[config.mk]
export PLATFORM = sky130hd
export DESIGN_NAME = gigabit_copper_autoneg_regs
export DESIGN_NICKNAME = d
export VERILOG_FILES = /design/src/common/gan_pkg.sv /design/src/common/role_if.sv /design/src/rtl/role_resolver.sv /design/src/rtl/gigabit_copper_autoneg_regs.sv
export SDC_FILE = /design/constraint.sdc
export NUM_CORES = 1
export LEC_CHECK = 0
export BUFFER_PORTS_ARGS = -buffer_cell sky130_fd_sc_hd__buf_2
export CAP_MARGIN = 20
export CORE_ASPECT_RATIO = 1.2
export CORE_MARGIN = 5
export CORE_UTILIZATION = 25
export CTS_CLUSTER_DIAMETER = 80
export CTS_CLUSTER_SIZE = 14
export DETAILED_ROUTE_END_ITERATION = 7
export SYNTH_ARGS = -nofsm -noshare
export SYNTH_HDL_FRONTEND = slang
export SYNTH_SLANG_ARGS = --single-unit
[constraint.sdc]
create_clock -name pclk -period 2.2 [get_ports pclk]
set_clock_uncertainty 0.05 [all_clocks]
set_input_delay 0.11 -clock pclk [delete_from_list [all_inputs] [get_ports pclk]]
set_output_delay 0.11 -clock pclk [all_outputs]
set_load 0.01 [all_outputs]
[src/common/gan_pkg.sv]
// Purpose: shared constants for the gigabit auto-negotiation register group
// Assumes: 16-bit registers, one per aligned 32-bit APB word
// Notes: printed offsets are word indices; byte address is four times the index
package gan_pkg;
  // register indices
  localparam logic [15:0] IDX_NP_TX = 16'hFFE7;
  localparam logic [15:0] IDX_NP_RX = 16'hFFE8;
  localparam logic [15:0] IDX_GB_CTRL = 16'hFFE9;
  localparam logic [15:0] IDX_GB_STAT = 16'hFFEA;
  localparam logic [15:0] IDX_EXT_STAT = 16'hFFEF;
  localparam logic [15:0] IDX_EXT_CTRL = 16'hFFF0;
  localparam int ADDR_W = 18;
  // byte addresses
  localparam logic [17:0] A_NP_TX = {IDX_NP_TX, 2'b00};
  localparam logic [17:0] A_NP_RX = {IDX_NP_RX, 2'b00};
  localparam logic [17:0] A_GB_CTRL = {IDX_GB_CTRL, 2'b00};
  localparam logic [17:0] A_GB_STAT = {IDX_GB_STAT, 2'b00};
  localparam logic [17:0] A_EXT_STAT = {IDX_EXT_STAT, 2'b00};
  localparam logic [17:0] A_EXT_CTRL = {IDX_EXT_CTRL, 2'b00};
  // next page transmit fields
  localparam int NP_MORE = 15;
  localparam int NP_FMT = 13;
  localparam int NP_ACK2 = 12;
  localparam int NP_TOG = 11;
  localparam logic [15:0] NP_TX_RST = 16'h2001;
  localparam logic [15:0] NP_TX_WMASK = 16'hB7FF;
  localparam logic [15:0] NP_RX_RST = 16'h0000;
  // gigabit control fields
  localparam int GC_TM_LSB = 13;
  localparam int GC_MAN_EN = 12;
  localparam int GC_MAN_VAL = 11;
  localparam int GC_SWITCH = 10;
  localparam int GC_ADV_FDX = 9;
  localparam int GC_ADV_HDX = 8;
  localparam logic [15:0] GC_RST = 16'h0300;
  localparam logic [15:0] GC_WMASK = 16'hFF00;
  localparam logic [2:0] TM_NORMAL = 3'h0;
  // gigabit status fields
  localparam int GS_FAULT = 15;
  localparam logic [7:0] IDLE_MAX = 8'hFF;
  localparam logic [7:0] IDLE_RST = 8'h00;
  // fixed capability word
  localparam logic [15:0] EXT_STAT_VAL = 16'h3000;
  // extended control
  localparam int EC_SCR_RST = 6;
  localparam logic [15:0] EXT_CTRL_RST = 16'h0000;
  localparam logic [15:0] EXT_CTRL_WMASK = 16'hFFBF;
  // strap settle cycles after reset release
  localparam logic [1:0] STRAP_SETTLE = 2'h2;
endpackage

[src/common/role_if.sv]
// Purpose: carries role resolution inputs and results between modules
// Assumes: all signals on pclk
// Notes: resolve is a one-cycle pulse
`timescale 1ns/100ps
interface role_if;
  logic resolve;
  logic loc_manual;
  logic loc_value;
  logic loc_switch;
  logic [10:0] loc_seed;
  logic lp_manual;
  logic lp_value;
  logic lp_switch;
  logic [10:0] lp_seed;
  logic is_master;
  logic fault;
  logic clean;
  modport ctrl (
    output resolve, loc_manual, loc_value, loc_switch, loc_seed,
    output lp_manual, lp_value, lp_switch, lp_seed,
    input is_master, fault, clean
  );
  modport res (
    input resolve, loc_manual, loc_value, loc_switch, loc_seed,
    input lp_manual, lp_value, lp_switch, lp_seed,
    output is_master, fault, clean
  );
endinterface

[src/rtl/role_resolver.sv]
// Purpose: master/slave role resolution at negotiation completion
// Assumes: resolve pulses once per completed negotiation
// Notes: equal seeds with equal port types are reported as a fault
`timescale 1ns/100ps
module role_resolver (
  input wire logic pclk,
  input wire logic presetn,
  role_if.res rif
);
  logic master_q;
  logic fault_q;
  logic clean_q;
  logic master_d;
  logic bad_d;

  always_comb begin
    master_d = master_q;
    bad_d = 1'b0;
    if (rif.loc_manual && rif.lp_manual) begin
      bad_d = (rif.loc_value == rif.lp_value);
      master_d = rif.loc_value;
    end else if (rif.loc_manual) begin
      master_d = rif.loc_value;
    end else if (rif.lp_manual) begin
      master_d = !rif.lp_value;
    end else if (rif.loc_switch != rif.lp_switch) begin
      master_d = rif.loc_switch;
    end else if (rif.loc_seed != rif.lp_seed) begin
      master_d = (rif.loc_seed > rif.lp_seed);
    end else begin
      bad_d = 1'b1;
    end
  end

  always_ff @(posedge pclk or negedge presetn) begin
    if (!presetn) begin
      master_q <= 1'b0;
      fault_q <= 1'b0;
      clean_q <= 1'b0;
    end else begin
      fault_q <= rif.resolve & bad_d;
      clean_q <= rif.resolve & !bad_d;
      // a failed resolution keeps the previous role
      if (rif.resolve && !bad_d) begin
        master_q <= master_d;
      end
    end
  end

  assign rif.is_master = master_q;
  assign rif.fault = fault_q;
  assign rif.clean = clean_q;
endmodule

[src/rtl/gigabit_copper_autoneg_regs.sv]
// Purpose: APB register group for next-page exchange and gigabit control/status
// Assumes: negotiation engine inputs are on pclk; strap pins are asynchronous
// Notes: one wait state per APB transfer; reads clear at data capture
`timescale 1ns/100ps
// Functional notes
// - formatted-page bit 13 resets to 1 and reads back last write
// - compliance bit 12 is sent to partner and reads back as written
// - hardware toggles read-only bit 11 per new exchange; resets to 0
// - bits 10:0 hold message code or data; reset value 001h
// - received page shows partner more-pages, acknowledge, formatted flags; reset 0
// - received page shows partner compliance, toggle and code bits 10:0
// - 3-bit test mode field selects transmit test; reset 000
// - control bit 12 selects manual role, else automatic resolution
// - manual role bit 11: 1 master, 0 slave; reads back last write
// - bit 10 advertises switch port; switch facing end-station becomes master
// - bits 9 and 8 advertise gigabit full and half duplex
// - status bit 15 latches role fault; clears on read, restart, clean completion
// - status bit 14 shows resolved role, 1 master
// - status bits 13 and 12 show local and remote receiver OK
// - status bits 11 and 10 show partner gigabit full and half duplex
// - idle error count counts while local receiver OK, clears on read, saturates
// - extended status reads fixed 0,0,1,1 in bits 15 to 12
module gigabit_copper_autoneg_regs (
  input wire logic pclk,
  input wire logic presetn,
  input wire logic psel,
  input wire logic penable,
  input wire logic pwrite,
  input wire logic [17:0] paddr,
  input wire logic [31:0] pwdata,
  input wire logic [3:0] pstrb,
  output logic [31:0] prdata,
  output logic pready,
  output logic pslverr,
  input wire logic manual_role_strap,
  input wire logic switch_port_strap,
  input wire logic an_restart,
  input wire logic an_complete,
  input wire logic np_tx_taken,
  input wire logic np_rx_valid,
  input wire logic [15:0] np_rx_word,
  input wire logic lp_manual,
  input wire logic lp_value,
  input wire logic lp_switch,
  input wire logic [10:0] lp_seed,
  input wire logic [10:0] loc_seed,
  input wire logic lp_adv_fdx,
  input wire logic lp_adv_hdx,
  input wire logic loc_rcvr_ok,
  input wire logic rem_rcvr_ok,
  input wire logic idle_err,
  output logic [15:0] np_tx_word,
  output logic [2:0] test_mode,
  output logic role_manual,
  output logic role_value,
  output logic switch_port,
  output logic adv_fdx,
  output logic adv_hdx,
  output logic is_master,
  output logic [15:0] ext_ctrl,
  output logic scrambler_reset
);

  // merge write data into a 16-bit register by byte lanes
  function automatic logic [15:0] merge(
    input logic [15:0] old,
    input logic [31:0] wd,
    input logic [3:0] strb
  );
    logic [15:0] r;
    r = old;
    if (strb[0]) begin
      r[7:0] = wd[7:0];
    end
    if (strb[1]) begin
      r[15:8] = wd[15:8];
    end
    return r;
  endfunction

  // only the writable bits of a register take new data
  function automatic logic [15:0] masked(
    input logic [15:0] old,
    input logic [15:0] nw,
    input logic [15:0] mask
  );
    return (nw & mask) | (old & ~mask);
  endfunction

  logic [1:0] man_sync_q;
  logic [1:0] sw_sync_q;
  logic [1:0] strap_cnt_q;
  logic strap_load;

  logic pready_q;
  logic pslverr_q;
  logic [31:0] prdata_q;
  logic access;
  logic take;
  logic done;
  logic [15:0] rdata_d;
  logic hit_d;

  logic wr_np;
  logic wr_gc;
  logic wr_ec;
  logic rd_stat;

  logic [15:0] np_tx_q;
  logic [15:0] np_rx_q;
  logic [15:0] gc_q;
  logic fault_q;
  logic [7:0] idle_cnt_q;
  logic idle_inc;
  logic [15:0] ec_q;
  logic scr_rst_q;
  logic [15:0] ec_wr_d;
  logic [15:0] stat_word;

  role_if rif();

  // straps are pins: two flops before use
  always_ff @(posedge pclk or negedge presetn) begin
    if (!presetn) begin
      man_sync_q <= 2'b00;
      sw_sync_q <= 2'b00;
    end else begin
      man_sync_q <= {man_sync_q[0], manual_role_strap};
      sw_sync_q <= {sw_sync_q[0], switch_port_strap};
    end
  end

  // strap values are caught once, after the synchronisers have filled
  always_ff @(posedge pclk or negedge presetn) begin
    if (!presetn) begin
      strap_cnt_q <= 2'b00;
    end else if (strap_cnt_q != (gan_pkg::STRAP_SETTLE + 2'b01)) begin
      strap_cnt_q <= strap_cnt_q + 2'b01;
    end
  end

  // load once the second flop holds the pin, not its reset value
  assign strap_load = (strap_cnt_q == gan_pkg::STRAP_SETTLE);

  // apb decode: capture at the first access edge, complete at the next
  assign access = psel & penable;
  assign take = access & !pready_q;
  assign done = access & pready_q;
  assign wr_np = done & pwrite & (paddr == gan_pkg::A_NP_TX);
  assign wr_gc = done & pwrite & (paddr == gan_pkg::A_GB_CTRL);
  assign wr_ec = done & pwrite & (paddr == gan_pkg::A_EXT_CTRL);
  // read side effects fire with data capture, so nothing is lost in between
  assign rd_stat = take & !pwrite & (paddr == gan_pkg::A_GB_STAT);

  always_comb begin
    stat_word = 16'h0000;
    stat_word[gan_pkg::GS_FAULT] = fault_q;
    stat_word[14] = rif.is_master;
    stat_word[13] = loc_rcvr_ok;
    stat_word[12] = rem_rcvr_ok;
    stat_word[11] = lp_adv_fdx;
    stat_word[10] = lp_adv_hdx;
    stat_word[7:0] = idle_cnt_q;
  end

  always_comb begin
    rdata_d = 16'h0000;
    hit_d = 1'b1;
    case (paddr)
      gan_pkg::A_NP_TX: begin
        rdata_d = np_tx_q;
      end
      gan_pkg::A_NP_RX: begin
        rdata_d = np_rx_q;
      end
      gan_pkg::A_GB_CTRL: begin
        rdata_d = gc_q & gan_pkg::GC_WMASK;
      end
      gan_pkg::A_GB_STAT: begin
        rdata_d = stat_word;
      end
      gan_pkg::A_EXT_STAT: begin
        rdata_d = gan_pkg::EXT_STAT_VAL;
      end
      gan_pkg::A_EXT_CTRL: begin
        rdata_d = ec_q;
      end
      default: begin
        hit_d = 1'b0;
      end
    endcase
  end

  // unmapped or misaligned addresses answer with an error and zero data
  always_ff @(posedge pclk or negedge presetn) begin
    if (!presetn) begin
      pready_q <= 1'b0;
      pslverr_q <= 1'b0;
      prdata_q <= 32'h00000000;
    end else if (take) begin
      pready_q <= 1'b1;
      pslverr_q <= !hit_d;
      prdata_q <= pwrite ? 32'h00000000 : {16'h0000, rdata_d};
    end else begin
      pready_q <= 1'b0;
      pslverr_q <= 1'b0;
    end
  end

  // next page transmit; the toggle bit is owned by hardware
  always_ff @(posedge pclk or negedge presetn) begin
    if (!presetn) begin
      np_tx_q <= gan_pkg::NP_TX_RST;
    end else begin
      if (wr_np) begin
        np_tx_q <= masked(np_tx_q, merge(np_tx_q, pwdata, pstrb), gan_pkg::NP_TX_WMASK);
      end
      if (np_tx_taken) begin
        np_tx_q[gan_pkg::NP_TOG] <= !np_tx_q[gan_pkg::NP_TOG];
      end
    end
  end

  // partner page is copied whole when the engine accepts it
  always_ff @(posedge pclk or negedge presetn) begin
    if (!presetn) begin
      np_rx_q <= gan_pkg::NP_RX_RST;
    end else if (np_rx_valid) begin
      np_rx_q <= np_rx_word;
    end
  end

  // gigabit control; a strap load and a write never meet in practice,
  // since the first transfer starts after the straps settle
  always_ff @(posedge pclk or negedge presetn) begin
    if (!presetn) begin
      gc_q <= gan_pkg::GC_RST;
    end else if (wr_gc) begin
      gc_q <= masked(gc_q, merge(gc_q, pwdata, pstrb), gan_pkg::GC_WMASK);
    end else if (strap_load) begin
      gc_q[gan_pkg::GC_MAN_EN] <= man_sync_q[1];
      gc_q[gan_pkg::GC_MAN_VAL] <= sw_sync_q[1];
      gc_q[gan_pkg::GC_SWITCH] <= sw_sync_q[1];
    end
  end

  // fault flag: a new fault wins over any clear in the same cycle
  always_ff @(posedge pclk or negedge presetn) begin
    if (!presetn) begin
      fault_q <= 1'b0;
    end else if (rif.fault) begin
      fault_q <= 1'b1;
    end else if (rd_stat || an_restart || rif.clean) begin
      fault_q <= 1'b0;
    end
  end

  assign idle_inc = idle_err & loc_rcvr_ok;

  // idle error counter; an error on the clearing read counts as one
  always_ff @(posedge pclk or negedge presetn) begin
    if (!presetn) begin
      idle_cnt_q <= gan_pkg::IDLE_RST;
    end else if (rd_stat) begin
      idle_cnt_q <= idle_inc ? 8'h01 : gan_pkg::IDLE_RST;
    end else if (idle_inc && (idle_cnt_q != gan_pkg::IDLE_MAX)) begin
      idle_cnt_q <= idle_cnt_q + 8'h01;
    end
  end

  assign ec_wr_d = merge(ec_q, pwdata, pstrb);

  // extended control; scrambler reset bit is self-clearing and reads 0
  always_ff @(posedge pclk or negedge presetn) begin
    if (!presetn) begin
      ec_q <= gan_pkg::EXT_CTRL_RST;
      scr_rst_q <= 1'b0;
    end else begin
      scr_rst_q <= wr_ec & ec_wr_d[gan_pkg::EC_SCR_RST];
      if (wr_ec) begin
        // reserved bits are stored as written; software keeps them intact
        ec_q <= masked(ec_q, ec_wr_d, gan_pkg::EXT_CTRL_WMASK);
      end
    end
  end

  // role resolution runs once per completed negotiation
  assign rif.resolve = an_complete;
  assign rif.loc_manual = gc_q[gan_pkg::GC_MAN_EN];
  assign rif.loc_value = gc_q[gan_pkg::GC_MAN_VAL];
  assign rif.loc_switch = gc_q[gan_pkg::GC_SWITCH];
  assign rif.loc_seed = loc_seed;
  assign rif.lp_manual = lp_manual;
  assign rif.lp_value = lp_value;
  assign rif.lp_switch = lp_switch;
  assign rif.lp_seed = lp_seed;

  role_resolver u_resolver (
    .pclk(pclk),
    .presetn(presetn),
    .rif(rif.res)
  );

  // outputs, each from a register
  assign prdata = prdata_q;
  assign pready = pready_q;
  assign pslverr = pslverr_q;
  assign np_tx_word = np_tx_q;
  assign test_mode = gc_q[gan_pkg::GC_TM_LSB +: 3];
  assign role_manual = gc_q[gan_pkg::GC_MAN_EN];
  assign role_value = gc_q[gan_pkg::GC_MAN_VAL];
  assign switch_port = gc_q[gan_pkg::GC_SWITCH];
  assign adv_fdx = gc_q[gan_pkg::GC_ADV_FDX];
  assign adv_hdx = gc_q[gan_pkg::GC_ADV_HDX];
  assign is_master = rif.is_master;
  assign ext_ctrl = ec_q;
  assign scrambler_reset = scr_rst_q;

endmodule

==> reports/qor.yml <==
status: "complete, no violations"
dieWidth_um: 135
ir_worst_vdd_uv: 517
hpwl_um: 10400
via_per_inst: 4.48
antenna_found_initial: 0
postCtsSetupBuffers: 0
grt_pass1_wl_um: 21100
setup_violations: 0
fin_crit_ps: 1900
drtIter0Drc: 94
p_leak_nw: 3.19
rsz0062_at_grt: "false"
grt_max_degree: 56
rrSetupSlack_ps: 300
yosys_warnings: 0
io_buffer_count: 150
drc: 0
r2r-start: "pready"
hold_depth: 4
drive_gt1_frac: 0.406
ys_types: 58
ys.flop_type: "dfrtp_1"
max-slew-margin-rel: 0.654
maxCapViolations: 0
rows: 54
drtAntennaViolNets: 0
routedWlPerCell_um: 15.5
stdcell_count: 858
setup_tns_ps: 0
fillers: 1850
clk-insertion-delay-late_ps: 340
drv_slew: 0
holdPathEnd: "fault_q"
antenna_cells: 0
worstRegToRegCells: 5
finalCritPeriodShare: 0.866
worst_slew_pin_slew_ps: 519
drt_pass1_iterations: 4
io_pins: 187
chipHeight_um: 160
worstSetupPathType: "register to register"
crit_fanout: 9
critical_path_arrival_ps: 2080
synth-seq-cells: 91
cts_buffers: 9
design.core.area_um2: 18300
dr_total_vias: 3842
synthCells: 406
nNetsFinal: 726
cts.sinks: 91
timing.rr.end: "gc_q[11]"
min-delay-start: "an_restart"
initial_core_util: 0.255
dp.cells: 805
p_per_area_nw_per_um2: 638
grt_use_total: 0.123
grt_overflow: 0
cp.required_ps: 2370
syn_to_final_growth_pct: 36.5
die-area_um2: 21500
clk_pin_slew_ps: 70
synthesis.area_um2: 4670
cts_max_level: 3
first_global_vias: 3985
avgSynthCellArea_um2: 11.5
cts_buffer_depth: 2
totalWireLength_um: 13300
fmax_mhz: 525
cts_root_buffer: "clkbuf_16"
synthArstFlopShare: 1.00
hp-class: "input pin to register"
end_kind: "register"
synth-edff-count: 0
seq_area_frac_synth: 0.488
cts_tree: "built"
critPathLaunchType: "register"
gp_congestion: 0.755
final-hold-violation-count: 0
==> state kept, by name (all words and copies together), names as in the netlist <==
register / flops
u_resolver.rif.is_master: 1
u_resolver.rif.fault: 1
strap_cnt_q: 2
gc_q: 8
ext_ctrl: 15
pready: 1
scrambler_reset: 1
np_rx_q: 16
u_resolver.rif.clean: 1
pslverr: 1
sw_sync_q: 2
np_tx_word: 15
fault_q: 1
man_sync_q: 2
idle_cnt_q: 8
prdata: 16
==> repair_timing <==
action	in CTS	in global routing
hold endpoints to repair	91	0
hold buffers	37	0
resized for setup	0	0
==> where the power goes <==
group          switching (mW)  total, mW  leakage (nW)  internal [mW]
clock network           0.705       1.61         0.145          0.902
logic                   0.286      0.574          1.87          0.288
registers               0.111       1.89          1.17           1.78
==> worst max path at each step <==
stage,from,endpoint,cells past startpoint
6_report,pready,gc_q[11],5
5_1_grt,pready,gc_q[11],5
4_1_cts,pready,gc_q[11],5
3_5_place_dp,paddr[1],gc_q[11],6
3_3_place_gp,paddr[1],gc_q[11],6
2_1_floorplan,idle_cnt_q[0],idle_cnt_q[7],6
==> critical path, stage by stage, from the launching register on <==
cell and delay, ps:
dfrtp_1 380, and4_1 220, nand2_1 210, nor3_4 460
nor2_1 140, a221o_1 320
==> final cells by class <==
type / count / area (um^2) / area share
flip-flops and latches: 91 / 2280 / 0.358
multi-input cells: 287 / 2210 / 0.346
repair buffers: 197 / 1210 / 0.190
well taps: 252 / 315 / 0.0494
clock buffers: 9 / 225 / 0.0353
clock inverters: 7 / 82.6 / 0.0129
inverters: 15 / 56.3 / 0.00882
==> cell usage after synthesis (all sizes together) (2+ instances only) <==
master / count / area share
dfrtp: 87 / 0.47
mux2: 54 / 0.13
nand2: 33 / 0.026
nor2: 28 / 0.023
buf: 26 / 0.038
o21ai: 23 / 0.025
inv: 15 / 0.012
ha: 14 / 0.037
mux2i: 13 / 0.028
a221oi: 11 / 0.021
a21oi: 8 / 0.0086
and2: 7 / 0.0094
and4: 7 / 0.013
nand3: 7 / 0.0075
nand4: 6 / 0.014
o211ai: 6 / 0.013
xnor2: 5 / 0.0094
a22o: 4 / 0.0075
clkbuf: 4 / 0.0032
dfstp: 4 / 0.022
nor3: 4 / 0.0091
a222oi: 3 / 0.0064
nor2b: 3 / 0.0040
nor3b: 3 / 0.0070
a221o: 2 / 0.0043
a22oi: 2 / 0.0032
o21a: 2 / 0.0032
o22ai: 2 / 0.0027
or3: 2 / 0.0027
or4: 2 / 0.0032
xor2: 2 / 0.0037
==> through the flow <==
stage	power (mW)	util	instance area (um^2)	worst slack [ps]	hold slack [ps]
finish	4.07	0.349	6380	296	19.2
global route	4.27	0.349	6380	200	49.7
CTS	4.12	0.349	6380	287	14.1
detailed placement	2.45	0.311	5700	294	68.6
global placement	2.44	0.311	5700	306	62.4
floorplan	2.22	-	4740	358	-236
==> placed cells by master (no fill, tap or decap), drive strengths merged, types with 9 or more instances in the layout <==
cell / netlist / routed
buf: 26 / 160
dfrtp: 87 / 87
mux2: 54 / 54
dlygate4sd3: 0 / 37
nand2: 33 / 33
nor2: 28 / 28
o21ai: 23 / 23
inv: 15 / 19
conb: 1 / 18
ha: 14 / 14
mux2i: 13 / 13
a221oi: 11 / 11
clkbuf: 4 / 9
==> logic make-up after synthesis <==
logic type                 after synthesis  synth area share
AOI/OAI and AO/OA                       72             0.112
xor gates and xnor gates                 7            0.0131
DFF                                     91             0.488
buffers and inverters                   45            0.0530
other                                    1          0.000802
adders and majority gates               14            0.0375
and+or+nand+nor                        109             0.137
muxes                                   67             0.158
==> layer usage <==
metal | wire [um] | global-route usage
met5 | 0 | 0
met4 | 145 | 0.0259
met3 | 739 | 0.0315
met2 | 6800 | 0.219
met1 | 5650 | 0.150
Note: power is estimated with default switching activity, not from simulation.
